$ cat src/pcv_map.vh
`ifndef PCV_MAP_VH
`define PCV_MAP_VH

// ----------------------------------------------------------------
// Register byte offsets
// ----------------------------------------------------------------
`define PCV_OFS_CTRL      8'h00
`define PCV_OFS_CMD       8'h04
`define PCV_OFS_STARTVEL  8'h08
`define PCV_OFS_TOPVEL    8'h0c
`define PCV_OFS_ACCEL     8'h10
`define PCV_OFS_DIST      8'h14
`define PCV_OFS_SYNC      8'h18
`define PCV_OFS_STATUS    8'h1c
`define PCV_OFS_CURVEL    8'h20
`define PCV_OFS_PCOUNT    8'h24
`define PCV_OFS_GPO       8'h28
`define PCV_OFS_GPI       8'h2c

// ----------------------------------------------------------------
// Field positions
// ----------------------------------------------------------------
`define PCV_CTRL_FMT_LO   0
`define PCV_CTRL_FMT_HI   2
`define PCV_CTRL_INV      3
`define PCV_CTRL_DIRNEG   4
`define PCV_CTRL_ARM      5
`define PCV_CTRL_LOCK     6
`define PCV_CMD_LINRUN    0
`define PCV_CMD_SRUN      1
`define PCV_CMD_VCHG      2
`define PCV_CMD_RHALT     3
`define PCV_CMD_EHALT     4
`define PCV_SYNC_LAUNCH   0
`define PCV_SYNC_HALT     1
`define PCV_GPO_TTL_LO    0
`define PCV_GPO_ISO_LO    8

// ----------------------------------------------------------------
// Codes, reset values and timing
// ----------------------------------------------------------------
`define PCV_FMT_DUAL      3'h4
`define PCV_CTRL_RST      32'h00000000
`define PCV_VEL_RST       32'h00000000
`define PCV_ACCEL_RST     32'h00000001
`define PCV_RAMP_TICK_NS  1000
`define PCV_CLK_NS        20
`define PCV_RESP_OKAY     2'h0
`define PCV_RESP_SLVERR   2'h2

`endif

$ cat src/pcv_pulse_gen.v
`timescale 1ns/1ns

`include "pcv_map.vh"

module pcv_pulse_gen #(
	parameter VEL_W = 32
) (
	// Clock and reset
	input  wire             ref_clk,
	input  wire             rst,
	// Rate and format
	input  wire             clear,
	input  wire [VEL_W-1:0] rateInc,
	input  wire [2:0]       fmtCode,
	input  wire             invert,
	input  wire             dirNeg,
	// Pins and count
	output reg              pinA_ff,
	output reg              pinB_ff,
	output reg  [31:0]      pulseCnt_ff,
	input  wire             cntClear
);

	reg  [VEL_W-1:0] acc_ff;
	wire [VEL_W-1:0] nxt_acc;
	wire             nxt_ph;
	wire             dual;

	// Phase accumulator: each rise of the top bit is one pulse, so the
	// pulse rate follows the increment and each pulse is counted once.
	assign nxt_acc = clear ? {VEL_W{1'b0}} : acc_ff + rateInc;
	assign nxt_ph  = nxt_acc[VEL_W-1];
	assign dual    = (fmtCode == `PCV_FMT_DUAL);

	always @(posedge ref_clk or posedge rst)
	begin
		if (rst)
		begin
			acc_ff      <= {VEL_W{1'b0}};
			pinA_ff     <= 1'b0;
			pinB_ff     <= 1'b0;
			pulseCnt_ff <= 32'h00000000;
		end
		else
		begin
			acc_ff <= nxt_acc;
			if (cntClear)
				pulseCnt_ff <= 32'h00000000;
			else if (nxt_ph & ~acc_ff[VEL_W-1])
				pulseCnt_ff <= pulseCnt_ff + 32'h00000001;
			if (dual)
			begin
				// Idle pin rests at the inactive level set by invert
				pinA_ff <= (nxt_ph & ~dirNeg) ^ invert;
				pinB_ff <= (nxt_ph & dirNeg) ^ invert;
			end
			else
			begin
				pinA_ff <= nxt_ph ^ invert;
				pinB_ff <= dirNeg;
			end
		end
	end

endmodule // pcv_pulse_gen

$ cat src/pcv_axis_top.v
`timescale 1ns/1ns

`include "pcv_map.vh"

// Summary of operation
// - One shared launch net and one shared halt net serve every axis.
// - Each axis drives and senses both shared lines.
// - Shared nets of joined cards are wired together.
// - Six logic-level outputs set directly by software.
// - Variant adds eight isolated outputs and eight inputs for software.
// - Two command pins, format selectable: step/direction or dual pulse.
// - Format code 4: pin A pulses forward, pin B pulses reverse.
// - Step/direction: pin A pulses, pin B holds the direction level.
// - Pulse count equals distance; pulse rate equals commanded speed.
// - Pulse train polarity selectable.
// - Velocity mode ramps start to top velocity, linear or S-curve.
// - Rate holds at top velocity until new speed or stop.
// - Ramped stop decelerates to start velocity, then pulses cease.
// - Emergency stop ceases pulses at once, no ramp.
// - Speed changes and ramped stops reuse the starting move's shape.
// - Speed change and stop also work during preset-distance moves.
module pcv_axis_top #(
	parameter VEL_W = 32,
	parameter TTL_N = 6,
	parameter ISO_N = 8
) (
	// Clock and reset
	input  wire             ref_clk,
	input  wire             rst,
	// AXI4-Lite write address and data
	input  wire             s_axi_awvalid,
	output reg              s_axi_awready,
	input  wire [7:0]       s_axi_awaddr,
	input  wire             s_axi_wvalid,
	output reg              s_axi_wready,
	input  wire [31:0]      s_axi_wdata,
	input  wire [3:0]       s_axi_wstrb,
	// AXI4-Lite write response
	output reg              s_axi_bvalid,
	input  wire             s_axi_bready,
	output reg  [1:0]       s_axi_bresp,
	// AXI4-Lite read
	input  wire             s_axi_arvalid,
	output reg              s_axi_arready,
	input  wire [7:0]       s_axi_araddr,
	output reg              s_axi_rvalid,
	input  wire             s_axi_rready,
	output reg  [31:0]      s_axi_rdata,
	output reg  [1:0]       s_axi_rresp,
	// Shared launch and halt lines, open drain
	input  wire             syncLaunchLineIn,
	output reg              syncLaunchLineOut_ff,
	output reg              syncLaunchLineOe_n_ff,
	input  wire             syncHaltLineIn,
	output reg              syncHaltLineOut_ff,
	output reg              syncHaltLineOe_n_ff,
	// Command pins
	output wire             cmdPinA,
	output wire             cmdPinB,
	// General purpose I/O
	output reg  [TTL_N-1:0] ttlOutputBit_ff,
	output reg  [ISO_N-1:0] isolatedOutputBit_ff,
	input  wire [ISO_N-1:0] isolatedInputBit
);

	localparam RAMP_CYC = `PCV_RAMP_TICK_NS / `PCV_CLK_NS;
	localparam S_IDLE = 2'h0;
	localparam S_WAIT = 2'h1;
	localparam S_RUN  = 2'h2;
	localparam S_STOP = 2'h3;

	// Byte-lane merge for the writable registers other than CMD and GPO
	function [31:0] merge;
		input [31:0] old;
		input [31:0] wd;
		input [3:0]  st;
		integer      i;
		begin
			merge = old;
			for (i = 0; i < 4; i = i + 1)
				if (st[i])
					merge[i*8 +: 8] = wd[i*8 +: 8];
		end
	endfunction

	// ------------------------------------------------------------
	// Register file and bus slave
	// ------------------------------------------------------------
	reg  [31:0]      ctrl_ff;
	reg  [31:0]      startVel_ff;
	reg  [31:0]      topVelocity_ff;
	reg  [31:0]      accel_ff;
	reg  [31:0]      dist_ff;
	reg  [31:0]      sync_ff;
	reg  [4:0]       cmd_ff;
	reg  [7:0]       awAddr_ff;
	reg              awHeld_ff;
	reg  [31:0]      wData_ff;
	reg  [3:0]       wStrb_ff;
	reg              wHeld_ff;
	reg  [31:0]      rdMux;
	reg              rdHit;
	reg              wrHit;
	reg  [1:0]       state_ff;
	reg  [VEL_W-1:0] vel_ff;
	reg  [ISO_N-1:0] gpiS1_ff;
	reg  [ISO_N-1:0] gpiS2_ff;
	wire [31:0]      pulseCnt;
	wire             launchLvl;
	wire             haltLvl;

	always @*
	begin
		rdHit = 1'b1;
		rdMux = 32'h00000000;
		case (s_axi_araddr)
		`PCV_OFS_CTRL:     rdMux = ctrl_ff;
		`PCV_OFS_CMD:      rdMux = 32'h00000000;
		`PCV_OFS_STARTVEL: rdMux = startVel_ff;
		`PCV_OFS_TOPVEL:   rdMux = topVelocity_ff;
		`PCV_OFS_ACCEL:    rdMux = accel_ff;
		`PCV_OFS_DIST:     rdMux = dist_ff;
		`PCV_OFS_SYNC:     rdMux = sync_ff;
		`PCV_OFS_STATUS:
			rdMux = {27'h0, (state_ff != S_IDLE), haltLvl, launchLvl,
				state_ff};
		`PCV_OFS_CURVEL:   rdMux = vel_ff;
		`PCV_OFS_PCOUNT:   rdMux = pulseCnt;
		`PCV_OFS_GPO:
			rdMux = {16'h0, isolatedOutputBit_ff, 2'h0, ttlOutputBit_ff};
		`PCV_OFS_GPI:      rdMux = {24'h0, gpiS2_ff};
		default:           rdHit = 1'b0;
		endcase
	end

	always @*
	begin
		case (awAddr_ff)
		`PCV_OFS_CTRL, `PCV_OFS_CMD, `PCV_OFS_STARTVEL, `PCV_OFS_TOPVEL,
		`PCV_OFS_ACCEL, `PCV_OFS_DIST, `PCV_OFS_SYNC, `PCV_OFS_GPO:
			wrHit = 1'b1;
		default:
			wrHit = 1'b0;
		endcase
	end

	always @(posedge ref_clk or posedge rst)
	begin
		if (rst)
		begin
			s_axi_awready        <= 1'b1;
			s_axi_wready         <= 1'b1;
			s_axi_bvalid         <= 1'b0;
			s_axi_bresp          <= `PCV_RESP_OKAY;
			s_axi_arready        <= 1'b1;
			s_axi_rvalid         <= 1'b0;
			s_axi_rdata          <= 32'h00000000;
			s_axi_rresp          <= `PCV_RESP_OKAY;
			awAddr_ff            <= 8'h00;
			awHeld_ff            <= 1'b0;
			wData_ff             <= 32'h00000000;
			wStrb_ff             <= 4'h0;
			wHeld_ff             <= 1'b0;
			ctrl_ff              <= `PCV_CTRL_RST;
			startVel_ff          <= `PCV_VEL_RST;
			topVelocity_ff       <= `PCV_VEL_RST;
			accel_ff             <= `PCV_ACCEL_RST;
			dist_ff              <= 32'h00000000;
			sync_ff              <= 32'h00000000;
			cmd_ff               <= 5'h00;
			ttlOutputBit_ff      <= {TTL_N{1'b0}};
			isolatedOutputBit_ff <= {ISO_N{1'b0}};
		end
		else
		begin
			cmd_ff <= 5'h00;
			if (s_axi_awvalid & s_axi_awready)
			begin
				awAddr_ff     <= s_axi_awaddr;
				awHeld_ff     <= 1'b1;
				s_axi_awready <= 1'b0;
			end
			if (s_axi_wvalid & s_axi_wready)
			begin
				wData_ff     <= s_axi_wdata;
				wStrb_ff     <= s_axi_wstrb;
				wHeld_ff     <= 1'b1;
				s_axi_wready <= 1'b0;
			end
			if (awHeld_ff & wHeld_ff & ~s_axi_bvalid)
			begin
				awHeld_ff    <= 1'b0;
				wHeld_ff     <= 1'b0;
				s_axi_bvalid <= 1'b1;
				s_axi_bresp  <= wrHit ? `PCV_RESP_OKAY : `PCV_RESP_SLVERR;
				case (awAddr_ff)
				`PCV_OFS_CTRL:
					ctrl_ff <= merge(ctrl_ff, wData_ff, wStrb_ff);
				`PCV_OFS_CMD:
					if (wStrb_ff[0])
						cmd_ff <= wData_ff[4:0];
				`PCV_OFS_STARTVEL:
					startVel_ff <= merge(startVel_ff, wData_ff, wStrb_ff);
				`PCV_OFS_TOPVEL:
					topVelocity_ff <= merge(topVelocity_ff, wData_ff,
						wStrb_ff);
				`PCV_OFS_ACCEL:
					accel_ff <= merge(accel_ff, wData_ff, wStrb_ff);
				`PCV_OFS_DIST:
					dist_ff <= merge(dist_ff, wData_ff, wStrb_ff);
				`PCV_OFS_SYNC:
					sync_ff <= merge(sync_ff, wData_ff, wStrb_ff);
				`PCV_OFS_GPO:
				begin
					if (wStrb_ff[0])
						ttlOutputBit_ff <= wData_ff[TTL_N-1:0];
					if (wStrb_ff[1])
						isolatedOutputBit_ff <=
							wData_ff[`PCV_GPO_ISO_LO +: ISO_N];
				end
				default:
					s_axi_bresp <= `PCV_RESP_SLVERR;
				endcase
			end
			if (s_axi_bvalid & s_axi_bready)
			begin
				s_axi_bvalid  <= 1'b0;
				s_axi_awready <= 1'b1;
				s_axi_wready  <= 1'b1;
			end
			if (s_axi_arvalid & s_axi_arready)
			begin
				s_axi_arready <= 1'b0;
				s_axi_rvalid  <= 1'b1;
				s_axi_rdata   <= rdMux;
				s_axi_rresp   <= rdHit ? `PCV_RESP_OKAY : `PCV_RESP_SLVERR;
			end
			if (s_axi_rvalid & s_axi_rready)
			begin
				s_axi_rvalid  <= 1'b0;
				s_axi_arready <= 1'b1;
			end
		end
	end

	// ------------------------------------------------------------
	// Shared lines and input synchronisers
	// ------------------------------------------------------------
	reg  [1:0] launchS_ff;
	reg  [1:0] haltS_ff;
	reg        launchPrev_ff;

	// Active low: a line reads asserted when any party holds it low
	assign launchLvl = ~launchS_ff[1];
	assign haltLvl   = ~haltS_ff[1];

	always @(posedge ref_clk or posedge rst)
	begin
		if (rst)
		begin
			syncLaunchLineOut_ff  <= 1'b0;
			syncLaunchLineOe_n_ff <= 1'b1;
			syncHaltLineOut_ff    <= 1'b0;
			syncHaltLineOe_n_ff   <= 1'b1;
			launchS_ff            <= 2'h3;
			haltS_ff              <= 2'h3;
			launchPrev_ff         <= 1'b0;
			gpiS1_ff              <= {ISO_N{1'b0}};
			gpiS2_ff              <= {ISO_N{1'b0}};
		end
		else
		begin
			// Only ever drive low; release lets the pull-up win
			syncLaunchLineOut_ff  <= 1'b0;
			syncLaunchLineOe_n_ff <= ~sync_ff[`PCV_SYNC_LAUNCH];
			syncHaltLineOut_ff    <= 1'b0;
			syncHaltLineOe_n_ff   <= ~sync_ff[`PCV_SYNC_HALT];
			launchS_ff <= {launchS_ff[0], syncLaunchLineIn};
			haltS_ff   <= {haltS_ff[0], syncHaltLineIn};
			launchPrev_ff <= launchLvl;
			gpiS1_ff <= isolatedInputBit;
			gpiS2_ff <= gpiS1_ff;
		end
	end

	// ------------------------------------------------------------
	// Velocity profile
	// ------------------------------------------------------------
	reg  [VEL_W-1:0] target_ff;
	reg  [VEL_W-1:0] sStep_ff;
	reg              sShape_ff;
	reg              dirNeg_ff;
	reg  [15:0]      tick_ff;
	reg  [VEL_W-1:0] step;
	reg  [VEL_W-1:0] diff;
	reg              up;
	wire             tick;
	wire             launchEdge;
	wire             eStop;
	wire             distDone;
	wire             startCmd;

	assign tick       = (tick_ff == RAMP_CYC[15:0] - 16'h0001);
	assign launchEdge = launchLvl & ~launchPrev_ff;
	assign eStop      = cmd_ff[`PCV_CMD_EHALT] | haltLvl;
	assign startCmd   = cmd_ff[`PCV_CMD_LINRUN] | cmd_ff[`PCV_CMD_SRUN];
	assign distDone   = (dist_ff != 32'h00000000) && (pulseCnt >= dist_ff);

	// S-curve eases in by growing the step and eases out by limiting it
	// to a quarter of the gap plus one, so the approach to target is smooth.
	always @*
	begin
		up   = (target_ff > vel_ff);
		diff = up ? target_ff - vel_ff : vel_ff - target_ff;
		step = accel_ff;
		if (sShape_ff)
		begin
			step = (sStep_ff < accel_ff) ? sStep_ff : accel_ff;
			if (step > (diff >> 2) + 32'h00000001)
				step = (diff >> 2) + 32'h00000001;
		end
		if (step > diff)
			step = diff;
	end

	always @(posedge ref_clk or posedge rst)
	begin
		if (rst)
		begin
			state_ff  <= S_IDLE;
			vel_ff    <= {VEL_W{1'b0}};
			target_ff <= {VEL_W{1'b0}};
			sStep_ff  <= {VEL_W{1'b0}};
			sShape_ff <= 1'b0;
			dirNeg_ff <= 1'b0;
			tick_ff   <= 16'h0000;
		end
		else
		begin
			tick_ff <= tick ? 16'h0000 : tick_ff + 16'h0001;
			case (state_ff)
			S_IDLE:
				if (startCmd & ~haltLvl)
				begin
					// Shape and direction latch for the whole move
					sShape_ff <= cmd_ff[`PCV_CMD_SRUN];
					dirNeg_ff <= ctrl_ff[`PCV_CTRL_DIRNEG];
					target_ff <= topVelocity_ff;
					sStep_ff  <= 32'h00000001;
					state_ff  <= ctrl_ff[`PCV_CTRL_ARM] ? S_WAIT : S_RUN;
					if (~ctrl_ff[`PCV_CTRL_ARM])
						vel_ff <= startVel_ff;
				end
			S_WAIT:
				if (eStop | cmd_ff[`PCV_CMD_RHALT])
					state_ff <= S_IDLE;
				else if (launchEdge)
				begin
					vel_ff   <= startVel_ff;
					state_ff <= S_RUN;
				end
			S_RUN, S_STOP:
				if (eStop | distDone)
				begin
					vel_ff   <= {VEL_W{1'b0}};
					state_ff <= S_IDLE;
				end
				else if (cmd_ff[`PCV_CMD_RHALT])
				begin
					target_ff <= startVel_ff;
					sStep_ff  <= 32'h00000001;
					state_ff  <= S_STOP;
				end
				else if (cmd_ff[`PCV_CMD_VCHG] & ctrl_ff[`PCV_CTRL_LOCK] &
					(state_ff == S_RUN))
				begin
					// Needs the locked speed range
					target_ff <= topVelocity_ff;
					sStep_ff  <= 32'h00000001;
				end
				else if (state_ff == S_STOP && vel_ff <= target_ff)
				begin
					vel_ff   <= {VEL_W{1'b0}};
					state_ff <= S_IDLE;
				end
				else if (tick & (diff != {VEL_W{1'b0}}))
				begin
					// Holds once target is reached
					vel_ff   <= up ? vel_ff + step : vel_ff - step;
					sStep_ff <= sStep_ff + 32'h00000001;
				end
			default:
				state_ff <= S_IDLE;
			endcase
		end
	end

	// ------------------------------------------------------------
	// Pulse output
	// ------------------------------------------------------------
	pcv_pulse_gen #(
		.VEL_W(VEL_W)
	) u_gen (
		.ref_clk    (ref_clk),
		.rst        (rst),
		.clear      (state_ff == S_IDLE || state_ff == S_WAIT),
		.rateInc    (vel_ff),
		.fmtCode    (ctrl_ff[`PCV_CTRL_FMT_HI:`PCV_CTRL_FMT_LO]),
		.invert     (ctrl_ff[`PCV_CTRL_INV]),
		.dirNeg     (dirNeg_ff),
		.pinA_ff    (cmdPinA),
		.pinB_ff    (cmdPinB),
		.pulseCnt_ff(pulseCnt),
		.cntClear   (startCmd && state_ff == S_IDLE)
	);

endmodule // pcv_axis_top

$ cat config.mk
export PLATFORM = sky130hd
export DESIGN_NAME = pcv_axis_top
export DESIGN_NICKNAME = d
export VERILOG_FILES = /design/src/pcv_pulse_gen.v /design/src/pcv_axis_top.v
export VERILOG_INCLUDE_DIRS = /design/src /design/src/src
export SDC_FILE = /design/constraint.sdc
export NUM_CORES = 2
export LEC_CHECK = 0
export CORE_MARGIN = 4
export CORE_UTILIZATION = 40
export CTS_CLUSTER_SIZE = 24
export DETAILED_ROUTE_END_ITERATION = 8
export DONT_BUFFER_PORTS = 1
export SYNTH_ARGS = -nofsm -noshare
export SYNTH_HDL_FRONTEND = slang
export SYNTH_SLANG_ARGS = --single-unit
$ cat constraint.sdc
create_clock -name ref_clk -period 24.1 [get_ports ref_clk]
set_input_delay 3.615 -clock ref_clk [delete_from_list [all_inputs] [get_ports ref_clk]]
set_output_delay 3.615 -clock ref_clk [all_outputs]
set_load 0.03 [all_outputs]
==> results.md <==
- Result of the run: finished clean
- Critical path start-end classification: reg2reg
- Area of the core region: about 87,000 um2
- Top post-synthesis cells by area: sky130_fd_sc_hd__dfrtp_1, sky130_fd_sc_hd__ha_1, sky130_fd_sc_hd__mux2_2, sky130_fd_sc_hd__a21oi_1, sky130_fd_sc_hd__nand2_1
- Total congestion overflow after global routing: 0
- Number of sinks on the clock net: 501
- Switching power: 2320 uW
- Post-Syn Area per Cell: 9.22 um2
- VDD IR max: about 0.09 mV
- Sw Share: slightly below 50%
- Internal power: between 2000 and 2500 uW
- Buffers added on ports: 0
- TritonCTS clock tree: done
- Global-route wire length before repair: between 150,000 and 200,000 um
- Area of the die: 92,600 um2
- FP Rows: roughly 110
- Pin slew with the least headroom to its limit: 1190 ps
- Number of buffers inserted for hold repair after clock tree synthesis: 0
- Fin Clk Skew: 42.9 ps
- DRC violation count after routing: 0
- Post-layout power: ~4700 uW
- Total number of H-tree levels: 2
- Via count: ~30,000
- Number of setup violations in the final report: 0
- Synth-to-layout area growth: 9.04%
- Share of the yosys chip area belonging to registers: 35.8%
- Number of buffers added for setup after CTS: 0
- Pin count of the biggest net entering global routing: about 160
- Total CTS buffers: 56
- Number of flip-flops and latches in the synthesized netlist: 501
- Worst R2R Start: vel_ff[3]
- Share of async-settable or async-resettable flops after synthesis: 100%
- Crit path largest cell delay: 720 ps
- Max Cap Viol: 0
- CTS resizes: 0
- Gpl congestion: 0.984
- Buffer cell driving the clock tree root: sky130_fd_sc_hd__clkbuf_16
- Endpoint class of the critical path: flip-flop
- Clock buffer depth: 3
- Via-to-Cell Ratio: 6.19
- Critical path's slowest cell: sky130_fd_sc_hd__a211oi_4
- Final net count: 4,079
- Netlist cell types: 109
- Fraction of final layout cells sized beyond drive strength 1: 13.3%
- Number of warnings reported in the yosys synthesis log: 0
- Number of antenna violations at the first check in global routing: 2
- Maximum fanout along the worst path: 44
- Post-detail-place hpwl: between 100,000 and 150,000 um
- Combined buffer and inverter count along the critical path: 3
- Clock edge transition at the registers on the reported setup and hold paths: 60 ps
- Share of total power in sequential cells: 26.0%
- Maximum clock frequency: 59.0 MHz
- Data arrival, critical path: about 18,000 ps
- Leak: ~0.017 uW
- Launch point of the critical path: vel_ff[3]
- Final-layout setup total negative slack: 0 ps
- Synth Flop Type: sky130_fd_sc_hd__dfrtp_1
- Cell area after placement: 36,300 um2
- Worst Hold Depth: 0
- Die Y-Extent: 304 um
- Via count of the first global-routing pass: 29,400
- Final worst path period share: a little over 70%
- First DRT Iteration DRCs: 3,684
- Comb pwr share: 55.0%
- Crit start category: flip-flop
- Total global routing track utilization: 27.5%
- Max-slew violation count: 0
- Hold/Removal Path Class: reg2reg
- Number of antenna-violating nets in the routed design: 0
- Starting density of the core: approximately 40%
- Instance count on the critical path: 61
- Post-DR wirelength/cell: between 20 and 30 um
- Most frequently used cell type in the post-synthesis netlist: sky130_fd_sc_hd__dfrtp_1
- Most area-hungry cell type in the Yosys netlist: sky130_fd_sc_hd__dfrtp_1
- Finished layout cell area: 38,300 um2
- Cell area power density: around 120 nW/um2
- Commonest cells in the synthesized netlist: sky130_fd_sc_hd__dfrtp_1, sky130_fd_sc_hd__nand2_1, sky130_fd_sc_hd__a21oi_1, sky130_fd_sc_hd__mux2_2, sky130_fd_sc_hd__ha_1
- Top-area cell type share of the netlist area: 35.0%
- Clock power frac: 19.0%
- Insertion delay to the later sink of the worst-skew pair: 640 ps
- Req. time, crit path: 24,670 ps
- Worst reg2reg path depth: just over 60
- Final critical delay including setup and external delays: 16,960 ps
- Detailed-route wire length: 132,000 um
- Number of top-level pins: 130
- Post-synthesis cell count: 3,808
- Startpoint of the most critical hold path: gpiS1_ff[0]
- Floorplan die width: 304 um
- Final hold vios: 0
- Max transition margin: 19.8%
- Setup repair after global routing missed its margin: false
- Number of iterations in the first detailed-routing pass: 9
- EDFF count, synth: 0
- Cell type group with the largest total delay on the critical path: compound AO/OA/AOI/OAI gates
- Netlist Area Pre-Place: 35,100 um2
power by group through the flow:
stage / logic (uW) / registers (uW) / clock network [uW]
floorplan: 1820 / 1110 / 0
global placement: 2530 / 1230 / 0
detailed placement: 2530 / 1240 / 0
CTS: 2540 / 1220 / 918
global route: 2830 / 1240 / 953
finish: 2610 / 1230 / 902
cell type report:
class	instances	area, um2
fillers	8514	48600
multi-input cells	2906	21100
flip-flops and latches	501	12500
clock buffers	73	1550
well taps	1155	1450
inverters	232	880
repair buffers	50	400
clock inverters	33	397
diodes	1	2.50
worst paths after layout:
path	to	slack (ps)
min in group asynchronous	ttlOutputBit_ff[2]	2900
min	gpiS2_ff[0]	350
max	vel_ff[31]	7140
max reg2reg	vel_ff[31]	7140
min reg2reg	gpiS2_ff[0]	350
max in group asynchronous	target_ff[24]	18970
state kept, by name, summed over array words and instances, names as in the netlist, 16 cells and up:
| name | cells |
|---|---|
| tick_ff | 16 |
| target_ff | 32 |
| dist_ff | 32 |
| accel_ff | 32 |
| topVelocity_ff | 32 |
| sStep_ff | 32 |
| startVel_ff | 32 |
| u_gen.acc_ff | 32 |
| sync_ff | 32 |
| u_gen.pulseCnt_ff | 32 |
| wData_ff | 32 |
| s_axi_rdata | 32 |
| ctrl_ff | 32 |
| vel_ff | 32 |
cell usage in the layout (no fill, tap or decap), drive strengths merged, types with 11 or more instances in the layout:
cell type	n
buf	50
nor2b	31
o211ai	26
a211oi	34
nand2b	29
a221oi	50
nor3	70
or4	12
nor4	46
a21oi	277
mux2i	72
a22oi	35
or3	41
a21boi	11
and3	36
o31ai	30
inv	234
and4	11
clkbuf	73
nand2	329
nor3b	11
o21a	31
clkinv	22
xor2	67
nor2	247
or2	25
xnor2	113
a21o	75
o21ai	247
a31oi	30
a222oi	54
mux2	263
dfrtp	491
o21bai	18
nand4	62
nand3	80
and2	36
ha	259
kinds of logic (layout without fill, tap and decap cells):
logic type / count (synthesis) / after routing / share of synthesized area [%]
AO/OA/AOI/OAI: 1029 / 1029 / 19.5
XOR/XNOR: 181 / 181 / 4.64
adder cells (fa/ha/maj): 263 / 263 / 9.46
buffers and inverters: 404 / 388 / 4.55
flip-flops: 501 / 501 / 35.8
multiplexers: 335 / 335 / 10.5
other: 1 / 5 / 0.0107
AND/OR/NAND/NOR: 1094 / 1094 / 15.6
metrics by stage:
step / setup WS (ps) / instances / hold WS (ps) / utilization [%]
floorplan: 6510 / 3811 / 331 / -
global placement: 8170 / 4844 / 333 / 41.8
detailed placement: 7540 / 4844 / 336 / 41.8
CTS: 7490 / 4950 / 348 / 44.0
global route: 5850 / 4950 / 358 / 44.0
finish: 7140 / 4951 / 346 / 44.0
per-layer routing:
layer | vias up | global-route usage, % | part of all wire (%)
li1 | 13900 | - | -
met1 | 15100 | 38.3 | 43
met2 | 1365 | 41.5 | 43
met3 | 253 | 5.65 | 9.0
met4 | 2 | 12.1 | 5.1
met5 | - | 0 | 0.0099
Power figures use the tool's default switching activity.
